`src/npw_port_regs.svh`:
```
// Purpose: register indices, field positions, reset values and bit counts of the port
// Assumes: register indices are word indices; the byte address is four times the index
// Notes:   definitions only
`ifndef NPW_PORT_REGS_SVH
`define NPW_PORT_REGS_SVH

// ----------------------------------------------------------------
// register indices
// ----------------------------------------------------------------
`define NPW_IDX_LATCH        16'hfe40
`define NPW_IDX_CTRL         16'hfe41
`define NPW_IDX_ALT          16'hfe42
`define NPW_IDX_LATCH_RAW    16'hfe48
`define NPW_IDX_LATCH_SET    16'hfe49
`define NPW_IDX_LATCH_CLR    16'hfe4a
`define NPW_IDX_LATCH_INV    16'hfe4b

// ----------------------------------------------------------------
// control register fields
// ----------------------------------------------------------------
`define NPW_CTRL_LO_DIR      0
`define NPW_CTRL_HI_DIR      1
`define NPW_CTRL_LO_PU       2
`define NPW_CTRL_HI_PU       3
`define NPW_CTRL_IE          4
`define NPW_CTRL_FLAG        5
`define NPW_CTRL_LO_PUS      6
`define NPW_CTRL_HI_PUS      7

// ----------------------------------------------------------------
// alternate output register fields
// ----------------------------------------------------------------
`define NPW_ALT_DIV_LSB      0
`define NPW_ALT_DIV_MSB      2
`define NPW_ALT_CKOEN        3
`define NPW_ALT_PIN6_TIMER_OUTPUT_ENABLE         6
`define NPW_ALT_PIN7_TIMER_OUTPUT_ENABLE         7

// ----------------------------------------------------------------
// reset values, fixed values and counts
// ----------------------------------------------------------------
`define NPW_RST_LATCH        8'h00
`define NPW_RST_CTRL         8'h00
`define NPW_RST_ALT          8'h00
`define NPW_IRQ_VECTOR       8'h4b
`define NPW_DIV_BITS         6
`define NPW_SYNC_BITS        10

`endif

```
`src/npw_pkg.sv`:
```
// Purpose: types shared by the port design
// Assumes: nothing beyond the register header
// Notes:   constants live in npw_port_regs.svh
package npw_pkg;

    // ----------------------------------------------------------------
    // clock output enable state
    // ----------------------------------------------------------------
    typedef enum logic [1:0] {
        NPW_CKO_OFF   = 2'b00,
        NPW_CKO_ON    = 2'b01,
        NPW_CKO_DRAIN = 2'b10
    } npw_cko_state_t;

    // divider code selecting the clock output source
    typedef logic [2:0] npw_div_code_t;

endpackage

```
`src/npw_port.sv`:
```
// Purpose: eight-pin port with nibble direction/pull-up control, low-level wake flag
//          and timer/clock alternate outputs, reached over classic Wishbone
// Assumes: Wishbone word addressing on adr_i[17:2], byte lane 0 carries register data;
//          src_osc_i and sub_osc_i are slow clocks sampled as pin inputs
// Notes:   pins are split into input, output and output enable
`timescale 1ns/1ps
`include "npw_port_regs.svh"

// Notes on behaviour
// - each output-mode pin is driven from its own bit of the eight-bit latch
// - a plain latch read returns pin levels, not the stored latch
// - set, clear, invert and raw access act on the stored latch value
// - pin levels read through the latch register whatever the direction
// - upper direction bit 1 makes pins seven to four outputs, else inputs
// - lower direction bit 1 makes pins three to zero outputs, else inputs
// - flag sets when an input pin is low while its latch bit is 1
// - flag and enable both 1 raise standby release and interrupt at 004BH
// - upper pull-ups on only with enable 1, direction 0, push-pull option
// - lower pull-ups on only with enable 1, direction 0, push-pull option
// - upper strength select 1 picks high-impedance pull-ups, 0 low-impedance
// - lower strength select 1 picks high-impedance pull-ups, 0 low-impedance
// - pin seven output ORs timer-seven toggle into latch when enabled
// - pin six output ORs timer-six toggle into latch when enabled
// - pin five output ORs divided clock into latch when enabled, outputs only
// - divider codes 000..110 give source over 1..64, 111 gives subclock
// - clearing clock output enable takes effect at the output clock's falling edge
// - idle and deep standby freeze every pin state held at entry
module npw_port
    import npw_pkg::*;
#(
    parameter logic [7:0] CMOS_OPTION = 8'hff,
    parameter int         DIV_WIDTH   = `NPW_DIV_BITS
) (
    input  wire  logic        clk_i,
    input  wire  logic        rst_i,
    input  wire  logic        cyc_i,
    input  wire  logic        stb_i,
    input  wire  logic        we_i,
    input  wire  logic [17:0] adr_i,
    input  wire  logic [3:0]  sel_i,
    input  wire  logic [31:0] dat_i,
    output logic       [31:0] dat_o,
    output logic              ack_o,
    input  wire  logic [7:0]  pin_i,
    output logic       [7:0]  pin_o,
    output logic       [7:0]  pin_oe_o,
    output logic       [7:0]  pullup_en_o,
    output logic       [7:0]  pullup_hiz_o,
    input  wire  logic        timer6_toggle_i,
    input  wire  logic        timer7_toggle_i,
    input  wire  logic        src_osc_i,
    input  wire  logic        sub_osc_i,
    input  wire  logic        idle_i,
    input  wire  logic        standby_i,
    output logic              irq_o,
    output logic       [7:0]  irq_vector_o,
    output logic              standby_release_o
);

    // ----------------------------------------------------------------
    // elaboration checks
    // ----------------------------------------------------------------
    generate
        if (DIV_WIDTH != `NPW_DIV_BITS) begin : g_bad_div
            $error("npw_port: DIV_WIDTH must be 6 to serve codes up to 1/64");
        end
    endgenerate

    // ----------------------------------------------------------------
    // state
    // ----------------------------------------------------------------
    logic [7:0]           port_output_latch;
    logic                 lower_half_direction;
    logic                 upper_half_direction;
    logic                 lower_pullup_enable;
    logic                 upper_pullup_enable;
    logic                 port_irq_enable;
    logic                 port_low_level_irq_flag;
    logic                 lower_pullup_strength_select;
    logic                 upper_pullup_strength_select;
    logic                 pin6_timer_output_enable;
    logic                 pin7_timer_output_enable;
    npw_div_code_t        clock_divider_sel;
    npw_cko_state_t       cko_state;

    logic [`NPW_SYNC_BITS-1:0] sync_a;
    logic [`NPW_SYNC_BITS-1:0] sync_b;
    logic [`NPW_SYNC_BITS-1:0] sync_c;
    logic [`NPW_SYNC_BITS-1:0] sync_q;

    logic [DIV_WIDTH-1:0] div_cnt;
    logic                 src_prev;
    logic                 cko_prev;

    // ----------------------------------------------------------------
    // bus decode
    // ----------------------------------------------------------------
    logic        bus_req;
    logic        bus_wr;
    logic [15:0] bus_idx;
    logic [7:0]  wdat;
    logic        wr_latch;
    logic        wr_raw;
    logic        wr_set;
    logic        wr_clr;
    logic        wr_inv;
    logic        wr_ctrl;
    logic        wr_alt;

    assign bus_req  = cyc_i & stb_i & ~ack_o;
    // writes land at the ack edge, where the master completes the cycle
    assign bus_wr   = cyc_i & stb_i & ack_o & we_i & sel_i[0];
    assign bus_idx  = adr_i[17:2];
    assign wdat     = dat_i[7:0];
    assign wr_latch = bus_wr & (bus_idx == `NPW_IDX_LATCH);
    assign wr_raw   = bus_wr & (bus_idx == `NPW_IDX_LATCH_RAW);
    assign wr_set   = bus_wr & (bus_idx == `NPW_IDX_LATCH_SET);
    assign wr_clr   = bus_wr & (bus_idx == `NPW_IDX_LATCH_CLR);
    assign wr_inv   = bus_wr & (bus_idx == `NPW_IDX_LATCH_INV);
    assign wr_ctrl  = bus_wr & (bus_idx == `NPW_IDX_CTRL);
    assign wr_alt   = bus_wr & (bus_idx == `NPW_IDX_ALT);

    // ----------------------------------------------------------------
    // input synchronisers: pins, source and subclock
    // ----------------------------------------------------------------
    logic [`NPW_SYNC_BITS-1:0] raw_in;
    logic [7:0]                pin_level;
    logic                      src_level;
    logic                      sub_level;

    assign raw_in    = {sub_osc_i, src_osc_i, pin_i};
    assign pin_level = sync_q[7:0];
    assign src_level = sync_q[8];
    assign sub_level = sync_q[9];

    always_ff @(posedge clk_i) begin
        if (rst_i) begin
            sync_a <= '0;
            sync_b <= '0;
            sync_c <= '0;
        end else begin
            sync_a <= raw_in;
            sync_b <= sync_a;
            sync_c <= sync_b;
        end
    end

    // a bit changes only once the second and third stages agree
    always_ff @(posedge clk_i) begin
        if (rst_i) begin
            sync_q <= '0;
        end else begin
            sync_q <= (sync_b & sync_c) | (sync_q & (sync_b ^ sync_c));
        end
    end

    // ----------------------------------------------------------------
    // output latch
    // ----------------------------------------------------------------
    always_ff @(posedge clk_i) begin
        if (rst_i) begin
            port_output_latch <= `NPW_RST_LATCH;
        end else if (wr_latch || wr_raw) begin
            port_output_latch <= wdat;
        end else if (wr_set) begin
            port_output_latch <= port_output_latch | wdat;
        end else if (wr_clr) begin
            port_output_latch <= port_output_latch & ~wdat;
        end else if (wr_inv) begin
            port_output_latch <= port_output_latch ^ wdat;
        end
    end

    // ----------------------------------------------------------------
    // direction, pull-up and enable bits
    // ----------------------------------------------------------------
    always_ff @(posedge clk_i) begin
        if (rst_i) begin
            lower_half_direction         <= 1'b0;
            upper_half_direction         <= 1'b0;
            lower_pullup_enable          <= 1'b0;
            upper_pullup_enable          <= 1'b0;
            port_irq_enable              <= 1'b0;
            lower_pullup_strength_select <= 1'b0;
            upper_pullup_strength_select <= 1'b0;
        end else if (wr_ctrl) begin
            lower_half_direction         <= wdat[`NPW_CTRL_LO_DIR];
            upper_half_direction         <= wdat[`NPW_CTRL_HI_DIR];
            lower_pullup_enable          <= wdat[`NPW_CTRL_LO_PU];
            upper_pullup_enable          <= wdat[`NPW_CTRL_HI_PU];
            port_irq_enable              <= wdat[`NPW_CTRL_IE];
            lower_pullup_strength_select <= wdat[`NPW_CTRL_LO_PUS];
            upper_pullup_strength_select <= wdat[`NPW_CTRL_HI_PUS];
        end
    end

    // ----------------------------------------------------------------
    // low-level wake flag
    // ----------------------------------------------------------------
    logic [7:0] in_mode;
    logic       low_seen;

    assign in_mode  = {{4{~upper_half_direction}}, {4{~lower_half_direction}}};
    // runs on every clock, standby included, so the release can be raised
    assign low_seen = |(in_mode & port_output_latch & ~pin_level);

    // a detection in the clearing cycle wins over the clear
    always_ff @(posedge clk_i) begin
        if (rst_i) begin
            port_low_level_irq_flag <= 1'b0;
        end else if (low_seen) begin
            port_low_level_irq_flag <= 1'b1;
        end else if (wr_ctrl) begin
            port_low_level_irq_flag <= wdat[`NPW_CTRL_FLAG];
        end
    end

    assign irq_o             = port_low_level_irq_flag & port_irq_enable;
    assign standby_release_o = port_low_level_irq_flag & port_irq_enable;
    assign irq_vector_o      = `NPW_IRQ_VECTOR;

    // ----------------------------------------------------------------
    // alternate output control
    // ----------------------------------------------------------------
    always_ff @(posedge clk_i) begin
        if (rst_i) begin
            pin6_timer_output_enable <= 1'b0;
            pin7_timer_output_enable <= 1'b0;
            clock_divider_sel        <= 3'h0;
        end else if (wr_alt) begin
            pin6_timer_output_enable <= wdat[`NPW_ALT_PIN6_TIMER_OUTPUT_ENABLE];
            pin7_timer_output_enable <= wdat[`NPW_ALT_PIN7_TIMER_OUTPUT_ENABLE];
            clock_divider_sel        <= wdat[`NPW_ALT_DIV_MSB:`NPW_ALT_DIV_LSB];
        end
    end

    // ----------------------------------------------------------------
    // clock output divider
    // ----------------------------------------------------------------
    logic cko_level;
    logic cko_fall;
    logic cko_active;

    always_ff @(posedge clk_i) begin
        if (rst_i) begin
            src_prev <= 1'b0;
            div_cnt  <= '0;
        end else begin
            src_prev <= src_level;
            if (src_level && !src_prev) begin
                div_cnt <= DIV_WIDTH'(div_cnt + 1'b1);
            end
        end
    end

    // counter bit n toggles every 2^n source periods, giving source over 2^(n+1)
    always_comb begin
        unique case (clock_divider_sel)
            3'h0: cko_level = src_level;
            3'h1: cko_level = div_cnt[0];
            3'h2: cko_level = div_cnt[1];
            3'h3: cko_level = div_cnt[2];
            3'h4: cko_level = div_cnt[3];
            3'h5: cko_level = div_cnt[4];
            3'h6: cko_level = div_cnt[5];
            3'h7: cko_level = sub_level;
        endcase
    end

    always_ff @(posedge clk_i) begin
        if (rst_i) begin
            cko_prev <= 1'b0;
        end else begin
            cko_prev <= cko_level;
        end
    end

    assign cko_fall   = cko_prev & ~cko_level;
    assign cko_active = (cko_state != NPW_CKO_OFF);

    // ----------------------------------------------------------------
    // clock output enable: clears only at the end of an output period
    // ----------------------------------------------------------------
    always_ff @(posedge clk_i) begin
        if (rst_i) begin
            cko_state <= NPW_CKO_OFF;
        end else begin
            unique case (cko_state)
                NPW_CKO_OFF: begin
                    if (wr_alt && wdat[`NPW_ALT_CKOEN]) begin
                        cko_state <= NPW_CKO_ON;
                    end
                end
                NPW_CKO_ON: begin
                    if (wr_alt && !wdat[`NPW_ALT_CKOEN]) begin
                        cko_state <= NPW_CKO_DRAIN;
                    end
                end
                NPW_CKO_DRAIN: begin
                    if (wr_alt && wdat[`NPW_ALT_CKOEN]) begin
                        cko_state <= NPW_CKO_ON;
                    end else if (cko_fall) begin
                        cko_state <= NPW_CKO_OFF;
                    end
                end
                default: begin
                    cko_state <= NPW_CKO_OFF;
                end
            endcase
        end
    end

    // ----------------------------------------------------------------
    // pin drive and pull-up selection
    // ----------------------------------------------------------------
    logic [7:0] out_mode;
    logic [7:0] out_val;
    logic [7:0] next_pin_o;
    logic [7:0] next_pin_oe;
    logic [7:0] next_pullup_en;
    logic [7:0] next_pullup_hiz;
    logic       hold_pins;

    assign out_mode = ~in_mode;

    always_comb begin
        out_val    = port_output_latch;
        out_val[7] = port_output_latch[7] | (pin7_timer_output_enable & timer7_toggle_i);
        out_val[6] = port_output_latch[6] | (pin6_timer_output_enable & timer6_toggle_i);
        out_val[5] = port_output_latch[5] | (cko_active & cko_level);
    end

    // push-pull pins drive both levels, open-drain pins only pull low
    assign next_pin_o  = out_val & CMOS_OPTION;
    assign next_pin_oe = out_mode & (CMOS_OPTION | ~out_val);

    assign next_pullup_en = CMOS_OPTION & in_mode &
                            {{4{upper_pullup_enable}}, {4{lower_pullup_enable}}};
    assign next_pullup_hiz = next_pullup_en &
                             {{4{upper_pullup_strength_select}},
                              {4{lower_pullup_strength_select}}};

    assign hold_pins = idle_i | standby_i;

    always_ff @(posedge clk_i) begin
        if (rst_i) begin
            pin_o        <= 8'h00;
            pin_oe_o     <= 8'h00;
            pullup_en_o  <= 8'h00;
            pullup_hiz_o <= 8'h00;
        end else if (!hold_pins) begin
            pin_o        <= next_pin_o;
            pin_oe_o     <= next_pin_oe;
            pullup_en_o  <= next_pullup_en;
            pullup_hiz_o <= next_pullup_hiz;
        end
    end

    // ----------------------------------------------------------------
    // register read-back
    // ----------------------------------------------------------------
    logic [7:0] ctrl_rd;
    logic [7:0] alt_rd;
    logic [7:0] next_rd;

    always_comb begin
        ctrl_rd                      = 8'h00;
        ctrl_rd[`NPW_CTRL_LO_DIR]    = lower_half_direction;
        ctrl_rd[`NPW_CTRL_HI_DIR]    = upper_half_direction;
        ctrl_rd[`NPW_CTRL_LO_PU]     = lower_pullup_enable;
        ctrl_rd[`NPW_CTRL_HI_PU]     = upper_pullup_enable;
        ctrl_rd[`NPW_CTRL_IE]        = port_irq_enable;
        ctrl_rd[`NPW_CTRL_FLAG]      = port_low_level_irq_flag;
        ctrl_rd[`NPW_CTRL_LO_PUS]    = lower_pullup_strength_select;
        ctrl_rd[`NPW_CTRL_HI_PUS]    = upper_pullup_strength_select;
    end

    always_comb begin
        alt_rd                                   = 8'h00;
        alt_rd[`NPW_ALT_DIV_MSB:`NPW_ALT_DIV_LSB] = clock_divider_sel;
        alt_rd[`NPW_ALT_CKOEN]                   = cko_active;
        alt_rd[`NPW_ALT_PIN6_TIMER_OUTPUT_ENABLE]                    = pin6_timer_output_enable;
        alt_rd[`NPW_ALT_PIN7_TIMER_OUTPUT_ENABLE]                    = pin7_timer_output_enable;
    end

    always_comb begin
        unique case (bus_idx)
            `NPW_IDX_LATCH:     next_rd = pin_level;
            `NPW_IDX_LATCH_RAW: next_rd = port_output_latch;
            `NPW_IDX_CTRL:      next_rd = ctrl_rd;
            `NPW_IDX_ALT:       next_rd = alt_rd;
            default:            next_rd = 8'h00;
        endcase
    end

    // ----------------------------------------------------------------
    // Wishbone answer: one wait state, every address acknowledged
    // ----------------------------------------------------------------
    always_ff @(posedge clk_i) begin
        if (rst_i) begin
            ack_o <= 1'b0;
        end else begin
            ack_o <= bus_req;
        end
    end

    always_ff @(posedge clk_i) begin
        if (rst_i) begin
            dat_o <= 32'h0000_0000;
        end else if (bus_req && !we_i) begin
            dat_o <= {24'h00_0000, next_rd};
        end
    end

endmodule // npw_port

```
`config.mk`:
```
export PLATFORM = sky130hd
export DESIGN_NAME = npw_port
export DESIGN_NICKNAME = d
export VERILOG_FILES = /design/src/npw_pkg.sv /design/src/npw_port.sv
export VERILOG_INCLUDE_DIRS = /design/src
export SDC_FILE = /design/constraint.sdc
export NUM_CORES = 1
export LEC_CHECK = 0
export BUFFER_PORTS_ARGS = -buffer_cell sky130_fd_sc_hd__clkbuf_2
export CAP_MARGIN = 0
export CELL_PAD_IN_SITES_DETAIL_PLACEMENT = 1
export CELL_PAD_IN_SITES_GLOBAL_PLACEMENT = 1
export CORE_ASPECT_RATIO = 1.75
export CORE_UTILIZATION = 40
export CTS_CLUSTER_SIZE = 28
export DETAILED_ROUTE_END_ITERATION = 10
export PLACE_DENSITY_LB_ADDON = 0.15
export SLEW_MARGIN = 40
export SYNTH_ARGS = -nofsm -noshare
export SYNTH_HDL_FRONTEND = slang
export SYNTH_SLANG_ARGS = --single-unit
export TNS_END_PERCENT = 30
```
`constraint.sdc`:
```
create_clock -name clk_i -period 4.2 [get_ports clk_i]
set_clock_uncertainty 0.1 [all_clocks]
set_input_delay 0.21 -clock clk_i [delete_from_list [all_inputs] [get_ports clk_i]]
set_output_delay 0.21 -clock clk_i [all_outputs]
set_load 0.005 [all_outputs]
```
# --- Word level (Yosys, flattened, before mapping) ---
# Index checks and enable logic that the tools add are counted.
totals:
  register_bits: 112
  out_inout_bits: 75
  elab_cells: 113
classes:
  add_sub_neg: 1
  n_eq_ne: 19
  muxes: 13
  bitwise_logic: 39
  reduce_logical: 15
ops:
  columns: ["cell", "n"]
  rows:
  - ["16-bit equality test (second input constant)", 7]
  - ["8-bit AND", 5]
  - ["8-bit 2-to-1 mux", 4]
  - ["8-bit one-hot mux with 4 select lines", 1]
  - ["8-bit inverter", 3]
  - ["10-bit AND", 2]
  - ["1-bit AND", 17]
  - ["3-bit equality test (second input constant)", 4]
  - ["10-bit bitwise OR", 1]
  - ["10-bit XOR", 1]
  - ["2-bit 2-to-1 mux", 4]
  - ["8-bit bitwise OR", 1]
  - ["1-bit one-hot mux with 8 select lines", 1]
  - ["8-bit OR reduction", 1]
  - ["8-bit XOR", 1]
  - ["6-bit by 1-bit adder with 6-bit output (second input constant)", 1]
  - ["3-bit by 2-bit equality test with 1-bit output (second input constant)", 2]
  - ["2-bit one-hot mux with 3 select lines", 1]
  - ["1-bit logical AND", 4]
  - ["2-bit inequality test (second input constant)", 2]
  - ["1-bit inverter", 4]
  - ["1-bit bitwise OR", 4]
  - ["2-bit nonzero test", 2]
  - ["4-bit nonzero test", 1]
  - ["other kinds (10)", 13]

# --- Depth between registers and ports, before layout ---
# Gate-level depths: netlist of run 1.
logic_depth:
  ltp_word: 9
  mapped_depth: 7
  ltp_nobuf: 6

# --- Worst setup path after synthesis of run 1 ---
# No wires, ideal clock.
synth_path:
  kind: "register -> register"
  from: "register ack_o"
  to: "register cko_state[1]"
  setup_ns: 0.070
  t_arrival_ns: 1.816
  t_required_ns: 4.030
  path_slack_ns: 2.213
  path_stages_with_launch: 7
  n_path_buf: 1
  path_cell_list: "dfxtp_1 > and4_1 > nand4_2 > or4_1 > buf_2 > or4_1 > a21oi_1"
synth_between:
  elab_chain_cells: 7
synth_lines:
  columns: ["element", "line", "rtl"]
  rows:
  - ["from (decl)", "npw_port.sv:43", "output logic ack_o,"]
  - ["from (signal assigned)", "npw_port.sv:403", "ack_o <= bus_req;"]
  - ["1-bit AND (*) (3 in a row)", "npw_port.sv:112", "assign bus_wr = cyc_i & stb_i & ack_o & we_i & sel_i[0];"]
  - ["1-bit AND (*)", "npw_port.sv:121", "assign wr_alt = bus_wr & (bus_idx == `NPW_IDX_ALT);"]
  - ["1-bit logical AND, on equally long branches", "npw_port.sv:290, npw_port.sv:300, npw_port.sv:295", null]
  - ["3-bit inequality test (no line) (tied with other cells)", null, null]
  - ["3-bit AND reduction (no line) / 2-bit one-hot mux with 3 select lines (equally long branches)", null, null]
  - ["to (signal assigned)", "npw_port.sv:291", "cko_state <= NPW_CKO_ON;"]
  - ["to (signal assigned)", "npw_port.sv:301", "cko_state <= NPW_CKO_ON;"]
  - ["to (signal assigned)", "npw_port.sv:303", "cko_state <= NPW_CKO_OFF;"]
  - ["to (decl)", "npw_port.sv:84", "npw_cko_state_t cko_state;"]
# Mark *: on every way between the ends. The rest lies on a longest branch, timed or not.
# A chain may end at the register's enable or synchronous reset.

# --- Worst setup path in the final report of run 1 ---
# Same ends and word-level chain as after synthesis.

==> results.cfg, run 1 <==
[timing]
clock.fmax_mhz = 350
worstMarginPinSlew_ns = 0.828
setup-tns-final_ns = 0
rsz0062_at_grt = no
min_period_ns = 2.86
period_share_pct = 68.1
maxSlewHeadroom_pct = 44.7
finalHoldViolCount = 0
setup_viol = 0
finalMaxSlewViolations = 0

[synthesis]
syn_inst = 508
synth_top_area_share_pct = 41.1
synth_area_per_cell_um2 = 9.00
ys_warn_count = 0
synth.distinct_cells = 49
yosys.area.top_type = dfxtp_1
synthFlopType = dfxtp_1
synth_edf_count = 0
syn-cell-area_mm2 = 0.00457
ys_seq_area_share_pct = 41.1
synth-seq-cells = 94
yosys-top-cells-area = dfxtp_1, buf_4, ha_1
async_reset_ff_share_pct = 0

[floorplanning]
start_util_pct = 41.2
die_w_um = 82.8
core_area_mm2 = 0.0111
ioPinCount = 148
die_y_um = 143
rows = 51
die_area_mm2 = 0.0119

[global_route]
grt_use_met3_pct = 2.70
busiest_layer = met2
met1_usage_pct = 22.6
antenna_found_initial = 0
grt_use_met2_pct = 41.6
grt_pass1_wl_um = 19900
grt.total_usage_pct = 21.4
grt_start_max_net_pins = 39
overflow = 0
grt_pass1_vias = 3888

[setup_path]
path_buf_inv = 0
cp_max_fo = 26
cpMostUsedCell = or4_1
required_ns = 4.38
cp-start-kind = flip-flop
worst-setup-path-type = reg2reg
rrSetupSlack_ns = 1.34
endpoint_kind = flip-flop
cp_slowest_cell = or4_1
crit_chain = and4_1 > nand4_2 > or4_1 > or4_1 > a21oi_1
critical-path-top-delay-family = simple AND/OR/NAND/NOR gates
arrival_ns = 3.03
max_stage_delay_ns = 0.81

[routing]
drcViolationCount = 0
drtIter0Drc = 271
antenna_left = 0
vias = 3848
wl_um = 12600
vias_per_cell = 5.42
dr.pass1.iters = 8
post_drt_wl_per_cell_um = 17.7

[final_layout]
layout_commonest_cell = dfxtp_1
n_antenna_cell = 0
most-common-layout-cells = dfxtp_1, clkbuf_2, nand2_1
drive_gt1_share_pct = 20.2
area_growth_pct = 14.7
finalCoreUtilization_pct = 47.3
fin_cells = 710
nets = 673

[clock_network]
cts_tree = built
cts_inserted_buffers = 9
cts.clk_slew.worst_paths_ns = 0.07
cts_sinks = 94
htree_levels = 3
root_buffer = clkbuf_16
clk_path_buf_depth = 2
clk_latency_ns = 0.34
post_cts_resized = 0

[pwr]
p_leak_nw = 2.18
p_per_area_mw_per_mm2 = 348
peakVddDrop_mv = 0.268

[place]
port_buffers = 86
dp_hpwl_um = 9560
place_congestion = 0.843
dp.cells = 684

[worst_hold_path]
hold_class = in2reg

[status]
status = complete, no violations

[job]
cap_violations = 0
[registers in the layout, indices dropped and copies added (netlist names), 2 cells and up]
register,flops
pin_oe_o,2
sync_q,10
sync_c,10
cko_state,2
sync_b,10
pullup_en_o,2
sync_a,10
port_output_latch,8
pullup_hiz_o,2
pin_o,8
div_cnt,6
dat_o,8
clock_divider_sel,3
[worst paths after layout]
| check | startpoint | to | depth (start not counted) |
|---|---|---|---|
| setup / recovery | ack_o | cko_state[1] | 5 |
| hold / removal | stb_i | ack_o | 3 |
| setup reg to reg | ack_o | cko_state[1] | 5 |
| hold reg to reg | sync_a[6] | sync_b[6] | 1 |
[cell type report]
class	instances	area, µm²
Multi-Input combinational cell	349	2270
Inverter	18	67.6
Clock buffer	9	225
Clock inverter	7	65.1
Sequential cell	94	1880
Fill cell	1366	5860
Timing Repair Buffer	101	568
Tap cell	132	165
[per-stage QoR]
step / power [mW] / setup WS [ns] / cell area, µm² / hold slack [ns]
after floorplan: 1.01 / 2.21 / 4690 / 0.238
after global placement: 1.04 / 1.47 / 4840 / 0.317
after detailed placement: 1.04 / 1.34 / 4850 / 0.325
after CTS: 1.85 / 1.36 / 5240 / 0.00805
after global routing: 1.90 / 1.13 / 5250 / 0.0319
final: 1.83 / 1.34 / 5250 / 0.0122
[Yosys cell counts (3+ instances only)]
| library cell | count |
|---|---|
| o21ai_0 | 15 |
| a22oi_1 | 8 |
| nor2b_1 | 37 |
| clkbuf_1 | 21 |
| xor2_1 | 3 |
| nand2_1 | 53 |
| a222oi_1 | 7 |
| nand4_1 | 4 |
| buf_1 | 3 |
| nand3b_1 | 3 |
| nand4b_1 | 3 |
| dfxtp_1 | 94 |
| a22o_1 | 7 |
| a211oi_1 | 8 |
| o32ai_1 | 5 |
| inv_1 | 18 |
| buf_4 | 51 |
| o21a_1 | 8 |
| nand3_1 | 9 |
| a2111oi_0 | 8 |
| o22ai_1 | 4 |
| a21oi_1 | 34 |
| ha_1 | 27 |
| nor2_1 | 34 |
| mux2i_1 | 10 |
| nor3_1 | 3 |
[power by group]
part / internal (mW) / switching [mW]
logic: 0.0462 / 0.0750
registers: 0.905 / 0.00514
clock network: 0.415 / 0.379
[what timing repair did]
| action | 4_1_cts | 5_1_grt |
|---|---|---|
| setup endpoints to repair | 0 | 0 |
| buffers inserted | 0 | 0 |
| endpoints found under the hold margin | 10 | 0 |
| hold buffers | 10 | 0 |
[kinds of logic after synthesis]
family	after synthesis	share of synthesized area, %
mux	12	3.17
xor+xnor	5	0.958
other cells	2	0.164
simple gates	163	18.8
flops	94	41.1
compound gates	109	16.1
fa+ha+maj	28	7.61
buf+inv	95	12.0
[worst register-to-register path: stages (launching register included)]
cell and delay, ns:
dfxtp_1 0.38, and4_1 0.31, nand4_2 0.55, or4_1 0.82, or4_1 0.48, a21oi_1 0.15
[routing by layer]
metal | wire length (µm) | share of wire (%)
met5 | 0 | 0
met4 | 381 | 3.0
met3 | 510 | 4.1
met2 | 6980 | 56
met1 | 4700 | 37
(Power assumes the default switching activity.)
==> run 2, diff against run 1 <==
--- a/config.mk
+++ b/config.mk
@@ -6,12 +6,13 @@
 export SDC_FILE = /design/constraint.sdc
 export NUM_CORES = 1
 export LEC_CHECK = 0
+export ABC_AREA = 1
 export BUFFER_PORTS_ARGS = -buffer_cell sky130_fd_sc_hd__clkbuf_2
 export CAP_MARGIN = 0
 export CELL_PAD_IN_SITES_DETAIL_PLACEMENT = 1
 export CELL_PAD_IN_SITES_GLOBAL_PLACEMENT = 1
 export CORE_ASPECT_RATIO = 1.75
-export CORE_UTILIZATION = 40
+export CORE_UTILIZATION = 37
 export CTS_CLUSTER_SIZE = 28
 export DETAILED_ROUTE_END_ITERATION = 10
 export PLACE_DENSITY_LB_ADDON = 0.15
==> constraint.sdc (replaced) <==
create_clock -name clk_i -period 2.9 [get_ports clk_i]
set_clock_uncertainty 0.1 [all_clocks]
set_input_delay 0.145 -clock clk_i [delete_from_list [all_inputs] [get_ports clk_i]]
set_output_delay 0.145 -clock clk_i [all_outputs]
set_load 0.005 [all_outputs]
==> run 2 against run 1 <==
Effect of this change: cell count is 31% higher; highest routed layer unchanged; count of clock-buffer cells in the layout is the same; power increased by 55%; via count rose by 17%; non-clock buffer count rose by 4; sequential share of layout area shrank 2.9 points; wire length is 11% higher; largest cell class unchanged; combinational power increased by 73%; synthesized area grew 7.9%.
==> results.cfg, run 2 <==
[status]
status = complete, no violations

[routing]
wl_um = 13900
vias_per_cell = 4.87
antenna_left = 0
drtIter0Drc = 178
vias = 4512
post_drt_wl_per_cell_um = 15.0
drcViolationCount = 0
dr.pass1.iters = 4

[global_route]
antenna_found_initial = 0
grt_pass1_wl_um = 22200
overflow = 0
grt_pass1_vias = 4635
grt.total_usage_pct = 21.3
grt_start_max_net_pins = 61

[synthesis]
ys_seq_area_share_pct = 38.1
syn_inst = 676
synth_top_area_share_pct = 38.1
yosys.area.top_type = dfxtp_1
synth_edf_count = 0
synth_area_per_cell_um2 = 7.30
syn-cell-area_mm2 = 0.00494
ys_warn_count = 0
synth_common_cells = nand2_1, dfxtp_1, inv_1, nor2_1, nand3_1
synth_most_common_cell = nand2_1
synth.distinct_cells = 32
async_reset_ff_share_pct = 0
synthFlopType = dfxtp_1
yosys-top-cells-area = dfxtp_1, nand2_1, buf_4
synth-seq-cells = 94

[timing]
worstMarginPinSlew_ns = 0.744
maxSlewHeadroom_pct = 50.3
finalHoldViolCount = 0
clock.fmax_mhz = 445
min_period_ns = 2.24
rsz0062_at_grt = no
setup-tns-final_ns = 0
finalMaxSlewViolations = 0
setup_viol = 0
period_share_pct = 77.4

[floorplanning]
start_util_pct = 38.2
core_area_mm2 = 0.0129
die_w_um = 89.3
die_y_um = 155
ioPinCount = 148
rows = 55
die_area_mm2 = 0.0138

[final_layout]
fin_area_mm2 = 0.00571
most-common-layout-cells = nand2_1, dfxtp_1, inv_1
n_antenna_cell = 0
drive_gt1_share_pct = 18.4
area_growth_pct = 15.6
nets = 852
layout_commonest_cell = nand2_1

[place]
port_buffers = 86
post_dp_cell_area_mm2 = 0.00527
place_congestion = 0.848
dp_hpwl_um = 10700

[clock_network]
cts_sinks = 94
cts_setup_buffers = 0
cts_hold_buffers = 12
clk_latency_ns = 0.35
post_cts_resized = 0
root_buffer = clkbuf_16
htree_levels = 3
cts_tree = built
cts.clk_slew.worst_paths_ns = 0.07
cts_inserted_buffers = 9
clk_path_buf_depth = 2

[setup_path]
cp_slowest_cell = dlygate4sd3_1
arrival_ns = 2.38
cp_max_fo = 21
required_ns = 3.04
endpoint_kind = flip-flop
cp-start-kind = primary input
worst-setup-path-type = in2reg
crit_chain = dlygate4sd3_1 > clkbuf_2 > nand2_1 > nor2_1 > buf_4 > inv_1 > nor2_2 > buf_4 > nand2_2 > nand2_2 > nand2_1 > inv_1 > a21oi_2
max_stage_delay_ns = 0.53

[pwr]
p_leak_nw = 2.76
peakVddDrop_mv = 0.393
p_per_area_mw_per_mm2 = 497

[job]
cap_violations = 0

[worst_hold_path]
hold_class = in2reg
-- run 2: logic make-up (layout without fill, tap and decap cells) --
family          count (synthesis)  count (layout)  share of synthesized area [%]
compound gates                103             103                           11.4
fa+ha+maj                      27              27                           6.84
buf+inv                       168             218                           17.2
flops                          94              94                           38.1
other cells                     2              32                          0.152
simple gates                  282             282                           26.2
-- run 2: path summary, 6_finish.rpt --
kind                                              to  cells past startpoint             from  slack [ns]
worst max register to register  port_output_latch[1]                     11            ack_o        0.71
worst max-delay path            port_output_latch[1]                     13            stb_i        0.66
worst min register to register             sync_b[5]                      2        sync_a[5]        0.30
worst min-delay path                        pin_o[7]                      3  timer7_toggle_i       0.009
-- run 2: layer usage --
layer / part of all wire, % / GRT usage, %
met2: 54 / 40.9
met4: 3.9 / 10.4
met3: 3.7 / 3.52
met5: 0 / 0
met1: 38 / 20.8
-- run 2: cell type report --
class,instances,area (µm²)
inverters,98,368
clock buffers,9,225
well taps,171,214
flip-flops and latches,94,1880
clock inverters,6,93.8
repair buffers,105,603
multi-input cells,444,2320
fillers,1688,7230
-- run 2: critical path, delay by kind of cell --
family / cells / cell delay [ns]
AOI/OAI and AO/OA: 1 / 0.06
and+or+nand+nor: 6 / 0.81
buffers and inverters: 6 / 1.36
-- run 2: through the flow --
step           worst slack [ns]  utilization (%)  power [mW]  instances  hold WS, ns
5_1_grt                   0.515             44.1        2.95        927       0.0568
6_report                  0.655             44.1        2.83        927      0.00924
2_1_floorplan              1.43                -        1.51        706        0.152
3_5_place_dp              0.744             40.7        1.56        900        0.246
4_1_cts                   0.687             44.1        2.87        927      0.00140
3_3_place_gp              0.804             40.7        1.55        900        0.240
-- run 2: power by group --
part | switching, mW | internal, mW
Sequential | 0.0139 | 1.32
Combinational | 0.130 | 0.0786
Clock | 0.530 | 0.762
